File: src/sdm_pkg.sv
package sdm_pkg;

  // --------------------------------------------------------------
  // request byte fields
  // --------------------------------------------------------------
  localparam int REQ_MAGNET = 0;
  localparam int REQ_RESET = 7;

  // --------------------------------------------------------------
  // response byte fields
  // --------------------------------------------------------------
  localparam int RSP_OUT_ON = 0;
  localparam int RSP_ACT = 1;
  localparam int RSP_LOCKED = 2;
  localparam int RSP_SPARE = 3;
  localparam int RSP_INPUTS = 4;
  localparam int RSP_DOOR = 5;
  localparam int RSP_WARN = 6;
  localparam int RSP_ERR = 7;

  // --------------------------------------------------------------
  // diagnostic byte fields
  // --------------------------------------------------------------
  localparam int DG_OUT_A = 0;
  localparam int DG_OUT_B = 1;
  localparam int DG_CROSS = 2;
  localparam int DG_TEMP = 3;
  localparam int DG_ACT_BAD = 4;
  localparam int DG_INTERNAL = 5;
  localparam int DG_COMM = 6;
  localparam int DG_LOW_V = 7;
  localparam int DG_NWARN = 4;

  // --------------------------------------------------------------
  // pin vector positions
  // --------------------------------------------------------------
  localparam int P_IN_A = 0;
  localparam int P_IN_B = 1;
  localparam int P_ACT = 2;
  localparam int P_LOCKED = 3;
  localparam int P_DOOR = 4;
  localparam int P_FLT_A = 5;
  localparam int P_FLT_B = 6;
  localparam int P_CROSS = 7;
  localparam int P_TEMP = 8;
  localparam int P_ACT_BAD = 9;
  localparam int P_INTERNAL = 10;
  localparam int P_LOW_V = 11;
  localparam int NPIN = 12;

  // --------------------------------------------------------------
  // reset values and timing
  // --------------------------------------------------------------
  localparam logic [7:0] BYTE_RST = 8'h00;
  localparam int ESC_W = 40;
  localparam longint ESC_TIME_MIN = 30;
  localparam longint CLK_HZ = 50_000_000;
  localparam logic [ESC_W-1:0] ESC_CYCLES_DEF = ESC_W'(ESC_TIME_MIN * 60 * CLK_HZ);

  typedef enum logic [1:0] {
    ST_OK = 2'b00,
    ST_WARN = 2'b01,
    ST_FAULT = 2'b10
  } sdm_state_t;

endpackage

File: src/sdm_esc_if.sv
`timescale 1ns/10ps
interface sdm_esc_if;
  logic run;
  logic expired;
  modport timer (input run, output expired);
  modport user (output run, input expired);
endinterface : sdm_esc_if

File: src/sdm_sync.sv
`timescale 1ns/10ps
module sdm_sync #(
  parameter int N = 1
) (
  // clock and reset
  input wire logic clk,
  input wire logic rstn,
  input wire logic ce,
  // data
  input wire logic [N-1:0] d,
  output logic [N-1:0] q
);

  logic [N-1:0] meta_r;

  // --------------------------------------------------------------
  // two flops per pin
  // --------------------------------------------------------------
  for (genvar i = 0; i < N; i++) begin : g_bit
    always_ff @(posedge clk or negedge rstn) begin
      if (!rstn) begin
        meta_r[i] <= 1'b0;
        q[i] <= 1'b0;
      end else if (ce) begin
        meta_r[i] <= d[i];
        q[i] <= meta_r[i];
      end
    end
  end

endmodule // sdm_sync

File: src/sdm_esc_timer.sv
`timescale 1ns/10ps
module sdm_esc_timer
  import sdm_pkg::*;
#(
  parameter logic [sdm_pkg::ESC_W-1:0] LIMIT = sdm_pkg::ESC_CYCLES_DEF
) (
  // clock and reset
  input wire logic clk,
  input wire logic rstn,
  input wire logic ce,
  // control
  sdm_esc_if.timer t
);

  logic [ESC_W-1:0] cnt_r;
  logic [ESC_W-1:0] cnt_nxt;
  logic hit;

  // --------------------------------------------------------------
  // counts while a warning stands, restarts when it goes
  // --------------------------------------------------------------
  assign hit = (cnt_r >= LIMIT - ESC_W'(1));
  assign cnt_nxt = !t.run ? '0 : (hit ? cnt_r : cnt_r + ESC_W'(1));

  always_ff @(posedge clk or negedge rstn) begin
    if (!rstn) begin
      cnt_r <= '0;
      t.expired <= 1'b0;
    end else if (ce) begin
      cnt_r <= cnt_nxt;
      t.expired <= t.run & hit;
    end
  end

endmodule // sdm_esc_timer

File: src/sdm_top.sv
`timescale 1ns/10ps
module sdm_top
  import sdm_pkg::*;
#(
  parameter logic [sdm_pkg::ESC_W-1:0] ESC_CYCLES = sdm_pkg::ESC_CYCLES_DEF
) (
  // clock and reset
  input wire logic clk,
  input wire logic rstn,
  input wire logic ce,

  // chain side, same clock
  input wire logic [7:0] req_byte,
  input wire logic req_valid,
  input wire logic comm_err,
  output logic [7:0] resp_byte,
  output logic [7:0] warn_byte,
  output logic [7:0] err_byte,

  // device pins, asynchronous
  input wire logic safety_input_a,
  input wire logic safety_input_b,
  input wire logic actuator_seen,
  input wire logic actuator_locked,
  input wire logic door_seen,
  input wire logic fault_out_a,
  input wire logic fault_out_b,
  input wire logic cross_short,
  input wire logic temp_high,
  input wire logic actuator_bad,
  input wire logic internal_fault,
  input wire logic supply_low,

  // device controls
  output logic magnet_on,
  output logic enable_path
);

  // --------------------------------------------------------------
  // declarations
  // --------------------------------------------------------------
  logic [NPIN-1:0] pin_raw;
  logic [NPIN-1:0] pin_s;

  wire in_a;
  wire in_b;
  wire act;
  wire locked;
  wire door;
  wire act_bad;
  wire intl;
  wire low_v;
  wire [DG_NWARN-1:0] warn_cause;
  wire any_warn;

  wire req_take;
  wire ack_req;
  wire door_open;
  wire ack;

  wire [7:0] cause_now;
  wire [7:0] err_set;
  wire [7:0] err_clr;
  wire [7:0] err_nxt;

  wire out_en_nxt;
  wire [7:0] resp_nxt;
  wire [7:0] warn_nxt;
  wire st_warn_nxt;
  wire st_fault_nxt;
  wire en_inputs;
  wire req7_fall;
  wire any_err_set;
  wire err_all_clear;

  logic req7_r;
  logic door_prev_r;
  logic [7:0] err_r;
  sdm_state_t state_r;
  sdm_state_t state_nxt;

  sdm_esc_if esc ();

  // --------------------------------------------------------------
  // pin synchronisers
  // --------------------------------------------------------------
  assign pin_raw[P_IN_A] = safety_input_a;
  assign pin_raw[P_IN_B] = safety_input_b;
  assign pin_raw[P_ACT] = actuator_seen;
  assign pin_raw[P_LOCKED] = actuator_locked;
  assign pin_raw[P_DOOR] = door_seen;
  assign pin_raw[P_FLT_A] = fault_out_a;
  assign pin_raw[P_FLT_B] = fault_out_b;
  assign pin_raw[P_CROSS] = cross_short;
  assign pin_raw[P_TEMP] = temp_high;
  assign pin_raw[P_ACT_BAD] = actuator_bad;
  assign pin_raw[P_INTERNAL] = internal_fault;
  assign pin_raw[P_LOW_V] = supply_low;

  sdm_sync #(
    .N(NPIN)
  ) u_sync (
    .clk(clk),
    .rstn(rstn),
    .ce(ce),
    .d(pin_raw),
    .q(pin_s)
  );

  assign in_a = pin_s[P_IN_A];
  assign in_b = pin_s[P_IN_B];
  assign act = pin_s[P_ACT];
  assign locked = pin_s[P_LOCKED];
  assign door = pin_s[P_DOOR];
  assign act_bad = pin_s[P_ACT_BAD];
  assign intl = pin_s[P_INTERNAL];
  assign low_v = pin_s[P_LOW_V];

  // --------------------------------------------------------------
  // warning causes
  // --------------------------------------------------------------
  assign warn_cause[DG_OUT_A] = pin_s[P_FLT_A];
  assign warn_cause[DG_OUT_B] = pin_s[P_FLT_B];
  assign warn_cause[DG_CROSS] = pin_s[P_CROSS];
  assign warn_cause[DG_TEMP] = pin_s[P_TEMP];
  assign any_warn = |warn_cause;

  // --------------------------------------------------------------
  // escalation timer
  // --------------------------------------------------------------
  assign esc.run = any_warn;

  sdm_esc_timer #(
    .LIMIT(ESC_CYCLES)
  ) u_esc (
    .clk(clk),
    .rstn(rstn),
    .ce(ce),
    .t(esc.timer)
  );

  // --------------------------------------------------------------
  // request handling
  // --------------------------------------------------------------
  // requests during a link fault leave the switching state alone
  assign req_take = req_valid & ~comm_err;
  assign req7_fall = req7_r & ~req_byte[REQ_RESET];
  assign ack_req = req_take & req7_fall;
  assign door_open = door_prev_r & ~door;
  assign ack = ack_req | door_open;

  // magnet follows every accepted request
  always_ff @(posedge clk or negedge rstn) begin
    if (!rstn) begin
      magnet_on <= 1'b0;
    end else if (ce && req_take) begin
      magnet_on <= req_byte[REQ_MAGNET];
    end
  end

  // bit 7 of the last accepted request, for the falling edge
  always_ff @(posedge clk or negedge rstn) begin
    if (!rstn) begin
      req7_r <= 1'b0;
    end else if (ce && req_take) begin
      req7_r <= req_byte[REQ_RESET];
    end
  end

  // --------------------------------------------------------------
  // guard opening, a falling edge of the synced door
  // --------------------------------------------------------------
  // reset value 0 keeps a closed door at start-up from looking opened
  always_ff @(posedge clk or negedge rstn) begin
    if (!rstn) begin
      door_prev_r <= 1'b0;
    end else if (ce) begin
      door_prev_r <= door;
    end
  end

  // --------------------------------------------------------------
  // error flags: set wins over acknowledge
  // --------------------------------------------------------------
  assign cause_now = {2'b00, intl, act_bad, warn_cause};
  assign err_set[DG_NWARN-1:0] = esc.expired ? warn_cause : '0;
  assign err_set[DG_ACT_BAD] = act_bad;
  assign err_set[DG_INTERNAL] = intl;
  assign err_set[DG_LOW_V:DG_COMM] = 2'b00;
  assign err_clr = ack ? ~cause_now : 8'h00;
  assign err_nxt = (err_r & ~err_clr) | err_set;
  assign any_err_set = |err_set;
  assign err_all_clear = (err_nxt == 8'h00);

  always_ff @(posedge clk or negedge rstn) begin
    if (!rstn) begin
      err_r <= BYTE_RST;
    end else if (ce) begin
      err_r <= err_nxt;
    end
  end

  // --------------------------------------------------------------
  // device state
  // --------------------------------------------------------------
  always_comb begin
    state_nxt = state_r;
    unique case (state_r)
      ST_OK: begin
        if (any_err_set) begin
          state_nxt = ST_FAULT;
        end else if (any_warn) begin
          state_nxt = ST_WARN;
        end
      end
      ST_WARN: begin
        if (any_err_set) begin
          state_nxt = ST_FAULT;
        end else if (!any_warn) begin
          state_nxt = ST_OK;
        end
      end
      ST_FAULT: begin
        if (err_all_clear) begin
          state_nxt = any_warn ? ST_WARN : ST_OK;
        end
      end
      default: begin
        state_nxt = ST_FAULT;
      end
    endcase
  end

  // --------------------------------------------------------------
  // state register
  // --------------------------------------------------------------
  always_ff @(posedge clk or negedge rstn) begin
    if (!rstn) begin
      state_r <= ST_OK;
    end else if (ce) begin
      state_r <= state_nxt;
    end
  end

  // --------------------------------------------------------------
  // enabling path
  // --------------------------------------------------------------
  assign st_warn_nxt = (state_nxt == ST_WARN);
  assign st_fault_nxt = (state_nxt == ST_FAULT);
  assign en_inputs = in_a & in_b & locked;
  // a fault drops the path in the same cycle as the response bit
  assign out_en_nxt = ~st_fault_nxt & en_inputs;

  always_ff @(posedge clk or negedge rstn) begin
    if (!rstn) begin
      enable_path <= 1'b0;
    end else if (ce) begin
      enable_path <= out_en_nxt;
    end
  end

  // --------------------------------------------------------------
  // response byte
  // --------------------------------------------------------------
  assign resp_nxt[RSP_OUT_ON] = out_en_nxt;
  assign resp_nxt[RSP_ACT] = act;
  assign resp_nxt[RSP_LOCKED] = act & locked;
  assign resp_nxt[RSP_SPARE] = 1'b0;
  assign resp_nxt[RSP_INPUTS] = in_a & in_b;
  assign resp_nxt[RSP_DOOR] = door;
  assign resp_nxt[RSP_WARN] = st_warn_nxt;
  assign resp_nxt[RSP_ERR] = st_fault_nxt;

  // --------------------------------------------------------------
  // warning diagnostic byte
  // --------------------------------------------------------------
  assign warn_nxt[DG_NWARN-1:0] = warn_cause;
  assign warn_nxt[DG_ACT_BAD] = 1'b0;
  assign warn_nxt[DG_INTERNAL] = intl;
  assign warn_nxt[DG_COMM] = comm_err;
  assign warn_nxt[DG_LOW_V] = low_v;

  // --------------------------------------------------------------
  // byte registers, all bits active high
  // --------------------------------------------------------------
  always_ff @(posedge clk or negedge rstn) begin
    if (!rstn) begin
      resp_byte <= BYTE_RST;
    end else if (ce) begin
      resp_byte <= resp_nxt;
    end
  end

  always_ff @(posedge clk or negedge rstn) begin
    if (!rstn) begin
      warn_byte <= BYTE_RST;
    end else if (ce) begin
      warn_byte <= warn_nxt;
    end
  end

  // error byte shows the flags in the cycle they latch
  always_ff @(posedge clk or negedge rstn) begin
    if (!rstn) begin
      err_byte <= BYTE_RST;
    end else if (ce) begin
      err_byte <= err_nxt;
    end
  end

endmodule // sdm_top

File: config.mk
export PLATFORM = sky130hd
export DESIGN_NAME = sdm_top
export DESIGN_NICKNAME = d
export VERILOG_FILES = /design/src/sdm_pkg.sv /design/src/sdm_esc_if.sv /design/src/sdm_sync.sv /design/src/sdm_esc_timer.sv /design/src/sdm_top.sv
export SDC_FILE = /design/constraint.sdc
export NUM_CORES = 1
export LEC_CHECK = 0
export ABC_AREA = 1
export BUFFER_PORTS_ARGS = -buffer_cell sky130_fd_sc_hd__buf_2
export CORE_AREA = 2 2 118 120
export CTS_BUF_LIST = sky130_fd_sc_hd__clkbuf_4 sky130_fd_sc_hd__clkbuf_8 sky130_fd_sc_hd__clkbuf_16
export CTS_CLUSTER_DIAMETER = 120
export DETAILED_ROUTE_END_ITERATION = 16
export DIE_AREA = 0 0 120 122
export GPL_TIMING_DRIVEN = 0
export PLACE_DENSITY_LB_ADDON = 0.08
export SYNTH_ARGS = -nofsm -noshare
export SYNTH_HDL_FRONTEND = slang
export SYNTH_SLANG_ARGS = --single-unit
File: constraint.sdc
create_clock -name clk -period 3 [get_ports clk]
set_clock_uncertainty 0.05 [all_clocks]
set_input_delay 0.6 -clock clk [delete_from_list [all_inputs] [get_ports clk]]
set_output_delay 0.6 -clock clk [all_outputs]
set_load 0.03 [all_outputs]
---- Word level (Yosys, flattened, before mapping) ----
Index checks and enable logic that the tools add are counted.
word-level totals
  memory bits (writable) .................. 0
  memories kept ........................... 0
  word-level logic and storage cells ...... 76
  latch bits .............................. 0
  flip-flop bits (word level) ............. 93
  bits of input ports ..................... 25
  memory bits (read-only) ................. 0
  output and inout port bits .............. 26
cells by class
  multipliers ............................. 0
  div/mod/pow operators ................... 0
  eq/ne operators ......................... 5
  bitwise gates (word level) .............. 18
  order comparisons ....................... 1
  shifts and indexed selects .............. 0
  add/sub/neg operators ................... 1
  reduce and logical (&&, ||, !) cells .... 6
  multiplexer cells ....................... 11
operator list
  cell                     number
  $mux W40                 2
  $add A40 B1 Y40 const B  1
  $ge A40 B37 Y1 const B   1
  $mux W2                  5
  $and A1 B1 Y1            9
  $and A8 B8 Y8            1
  $logic_not A8 Y1         1
  $mux W8                  1
  $not A6 Y8               1
  $not A8 Y8               1
  $or A8 B6 Y8             1
  $pmux W2 S3              1
  $reduce_or A6 Y1         1
  $eq A2 B1 Y1 const B     2
  $eq A2 B2 Y1 const B     2
  $mux W4                  1
  $not A1 Y1               4
  $reduce_or A4 Y1         1
  $logic_not A2 Y1         1
  $ne A2 B2 Y1 const B     1
  $reduce_and A2 Y1        1
  $logic_and A1 B1 Y1      1
  $mux W1                  1
  $or A1 B1 Y1             1

---- Logic depth before layout (Yosys ltp) ----
  depth after elaboration ................. 14
  depth in mapped cells ................... 13
  depth with buffers taken out ............ 12

---- Cells and area by module ----
From an unflattened synthesis, not the netlist that was laid out.
second synthesis, totals
  cell total of the unflattened synthesis .. 780
  area, all modules ....................... 5286.3 um2
modules (own cells, without submodules)
  module         instances  seq. area each (um2)  cells an instance  area each (um2)
  sdm_esc_timer  1          1026.0                531                3099.2
  sdm_top        1          650.6                 147                1209.9
  sdm_sync       1          600.6                 102                977.2

---- Least setup slack after synthesis ----
No wires, ideal clock.
  path kind ............................... flip-flop to flip-flop
  start ................................... register u_esc.cnt_r[1]
  end ..................................... register u_esc.cnt_r[24]
  library setup time ...................... 0.117 ns
  arrival time ............................ 1.522 ns
  data required time ...................... 2.833 ns
  period minus slack after synthesis ...... 1.689 ns
  stages on the path, launching flop included .. 14
  path buffers ............................ 2
  setup slack ............................. 1.311 ns
  cells stage by stage .................... dfrtp_1 > ha_1 > buf_4 > inv_2 > nor2_4 > nand2_2 > inv_2 > nand3_1 > nand3_2 > nand2_4 > nand2_8 > buf_6 > nand2_1 > nand2_1
between the ends
  word-level cells in the longest chain between the ends .. 3
  elaborated cells between the ends (all ways) .. 6
  classes of those cells .................. 1 x add/sub; 1 x order compare; 1 x eq/ne; 2 x mux; 1 x reduce/logical
ends and longest elaborated chain
  element                                            RTL line                                  text
  start: declaration                                 sdm_esc_timer.sv:15                       logic [ESC_W-1:0] cnt_r;
  start signal: assignment                           sdm_esc_timer.sv:30                       cnt_r <= cnt_nxt;
  $add A40 B1 Y40 or $ge A40 B37 Y1 (tied branches)  sdm_esc_timer.sv:23, sdm_esc_timer.sv:22
  $mux W40 or $ne A2 B2 Y1 (tied branches)           --
  $mux W40 or $reduce_and A2 Y1 (tied branches)      --
Several ways; a longest one is shown, not always the timed one. The select of a mux whose other input is x is not followed.
A chain may end at the register's enable or synchronous reset.

---- Worst setup path after layout ----
  start ................................... register u_esc.cnt_r[0]
  end ..................................... register u_esc.cnt_r[31]
Same word-level chain as after synthesis.

==> out/qor.txt <==
Final setup viols - 0
Max-cap viol count - 0
Final antenna-violating net count - 0
Slowest Stage Delay on Critical Path - 0.38 ns
Worst-Margin Slew - 0.817 ns
Fin Setup TNS - 0 ns
Post-synthesis async set-or-reset flop share - 1.00
Worst-path fanout max - 8
Crit path max-delay cell type - nor2_1
Logic gate share of total power - 0.183
Worst-path clk slew - 0.07 ns
Cell mode on critical path - nand2_1
Post-DR vias/cell - 4.75
Ys Warns - 0
Post-Syn Instances - 746
WS Path Type - reg2reg
Setup crit start kind - flip-flop
Final #Nets - 827
Worst hold path class - in2async
CORE AREA - 13500 um^2
Pint - 2.13 mW
H-tree Lvls - 3
Fin area - 5840 um^2
Non-filler cells, final - 986
Netlist cell types - 32
WP data required - 3.25 ns
Routability cong. - 0.944
Rel. slew slack - 0.455
Starting Density - 0.376
First-pass GRT wire length - 23.3 mm
Height of the die - 122 um
Max Clk Rate - 0.488 GHz
Slew Viols, Final - 0
Sequential area share after synthesis - 0.448
Num ports - 51
Hold Vio Cnt, Final - 0
Layout Area Growth over Synthesis - 14.9%
Setup Fix Bufs, Post-CTS - 0
Commonest non-fill, non-tap cell in the layout - nand2_1
PwrDens - 535 nW/um^2
P_leak - 2.88 nW
Synth Cell Area - 5080 um^2
Worst setup EP type - flip-flop
TritonCTS clock tree - done
Most frequent cells in the layout - 313 x nand2_1, 122 x nor2_1, 91 x dfrtp_1
Sw frac - 0.320
Wire length per cell - 14.1 um
Crit path time final - 2.05 ns
Outcome - finished, final reports clean
Cts bufs inserted - 9
Clock sinks - 91
Initial drt markers - 240
GRT Resource Usage Total - 0.205
Worst-Skew Late Latency - 0.36 ns
RSZ-0062 raised after global routing - false
# port buffers - 42
Maximum VDD drop - 0.374 mV
Switch Pwr - 1.00 mW
Post-placement cell area - 5550 um^2
Post-synth EDFFs - 0
Seq pwr share - 0.458
DRC Markers - 0
Drt pass-1 iters - 4
Initial antenna violation count - 0
CTS Root Buffer Type - clkbuf_16
Die Wd - 120 um
Fraction of layout cells with a size suffix above 1 - 0.107
Maximum clock path buffer count - 2
Total Power - 3.13 mW
Number of global-route vias before repair - 4587
DP HPWL - 10.6 mm
Tcrit/Tclk final - 0.683
Largest net degree at the start of global routing - 72
Vias - 4682
Die area - 14600 um^2
N_diodes - 0
Final WL - 13.9 mm
Synth Flop Type - dfrtp_1
Num rows - 43
CP Data Arrival Time - 2.30 ns
Total congestion overflow - 0
Placed cell count - 970
Clock power share - 0.360
Avg Synthesized Cell Area - 6.81 um^2
Cells along the critical path - buf_2 > inv_1 > nor2_4 > nand2_1 > nor2_1 > nand2_1 > nand2_1 > nand2_1 > nor2_1 > nand3_1 > nand2_1
Final core utilization - 0.433
Seq cells post-synth - 91
Hold_buf cts - 0
Post-cts sizing count - 0
## synth_stat cells, drive strengths merged (3+ instances only)
cell type,instances,share of area
buf,17,0.023
xnor2,4,0.0069
inv,57,0.042
nor2,126,0.097
nand4,7,0.0086
nand2,317,0.24
dfrtp,91,0.45
o21ai,21,0.021
nand3,66,0.066
o22ai,3,0.0037
xor2,10,0.017
a21oi,7,0.0069
clkbuf,12,0.0089
## through the flow
stage,hold WS (ns),setup slack (ns)
detailed placement,0.407,0.732
global placement,0.405,0.376
global route,0.106,0.767
floorplan,0.254,1.31
CTS,0.0962,0.938
finish,0.0846,0.951
## worst paths after layout
| kind | start | endpoint | slack [ns] | cells past startpoint |
|---|---|---|---|---|
| setup / recovery | u_esc.cnt_r[0] | u_esc.cnt_r[31] | 0.95 | 11 |
| hold / removal | rstn | u_esc.cnt_r[13] | 0.08 | 1 |
| setup reg to reg | u_esc.cnt_r[0] | u_esc.cnt_r[31] | 0.95 | 11 |
| hold reg to reg | u_sync.meta_r[11] | u_sync.meta_r[11] | 0.42 | 2 |
| max in group asynchronous | rstn | u_sync.meta_r[7] | 2.17 | 2 |
| min in group clk | cross_short | u_sync.meta_r[7] | 0.40 | 3 |
## power groups by stage
stage	sequential, mW	clock, mW	combinational, mW
5_1_grt	1.45	1.20	0.637
2_1_floorplan	1.55	0	0.273
4_1_cts	1.43	1.15	0.582
3_3_place_gp	1.45	0	0.565
3_5_place_dp	1.45	0	0.577
6_report	1.43	1.12	0.571
## routing by layer
| metal | part of all wire | routed length, um | global-route usage | up-vias |
|---|---|---|---|---|
| met2 | 0.49 | 6750 | 0.361 | 81 |
| met3 | 0.030 | 418 | 0.0300 | 19 |
| met5 | 0 | 0 | 0 | - |
| li1 | - | - | - | 2413 |
| met4 | 0.025 | 350 | 0.0750 | 0 |
| met1 | 0.46 | 6390 | 0.255 | 2169 |
## logic make-up after synthesis
logic type | Yosys count | synth area share
compound gates | 32 | 0.0330
xor+xnor | 14 | 0.0241
fa+ha+maj | 1 | 0.00246
buf+inv | 87 | 0.0743
flops | 91 | 0.448
mux | 1 | 0.00221
other cells | 1 | 0.000738
simple gates | 519 | 0.415
## sequential cells by signal, summed over array words and instances (netlist names)
name and count:
u_esc.cnt_r 40, resp_byte 7, req7_r 1, u_sync.q 12
magnet_on 1, u_esc.t.expired 1, warn_byte 7, u_sync.meta_r 12
state_r 2, err_byte 8
## layout make-up
| type | instances | area, um^2 |
|---|---|---|
| Tap cell | 180 | 225 |
| Clock buffer | 11 | 253 |
| Clock inverter | 5 | 36.3 |
| Inverter | 58 | 218 |
| Multi-Input combinational cell | 569 | 2430 |
| Timing Repair Buffer | 43 | 240 |
| Buffer | 29 | 160 |
| Fill cell | 1471 | 7660 |
| Sequential cell | 91 | 2280 |
## worst max-delay path, delay by kind of cell (launching register included)
family | cells | cell delay [ns]
AND/OR/NAND/NOR | 9 | 1.28
flip-flops | 1 | 0.34
buffers and inverters | 2 | 0.32
No activity file was read; power rests on OpenSTA's default activity.
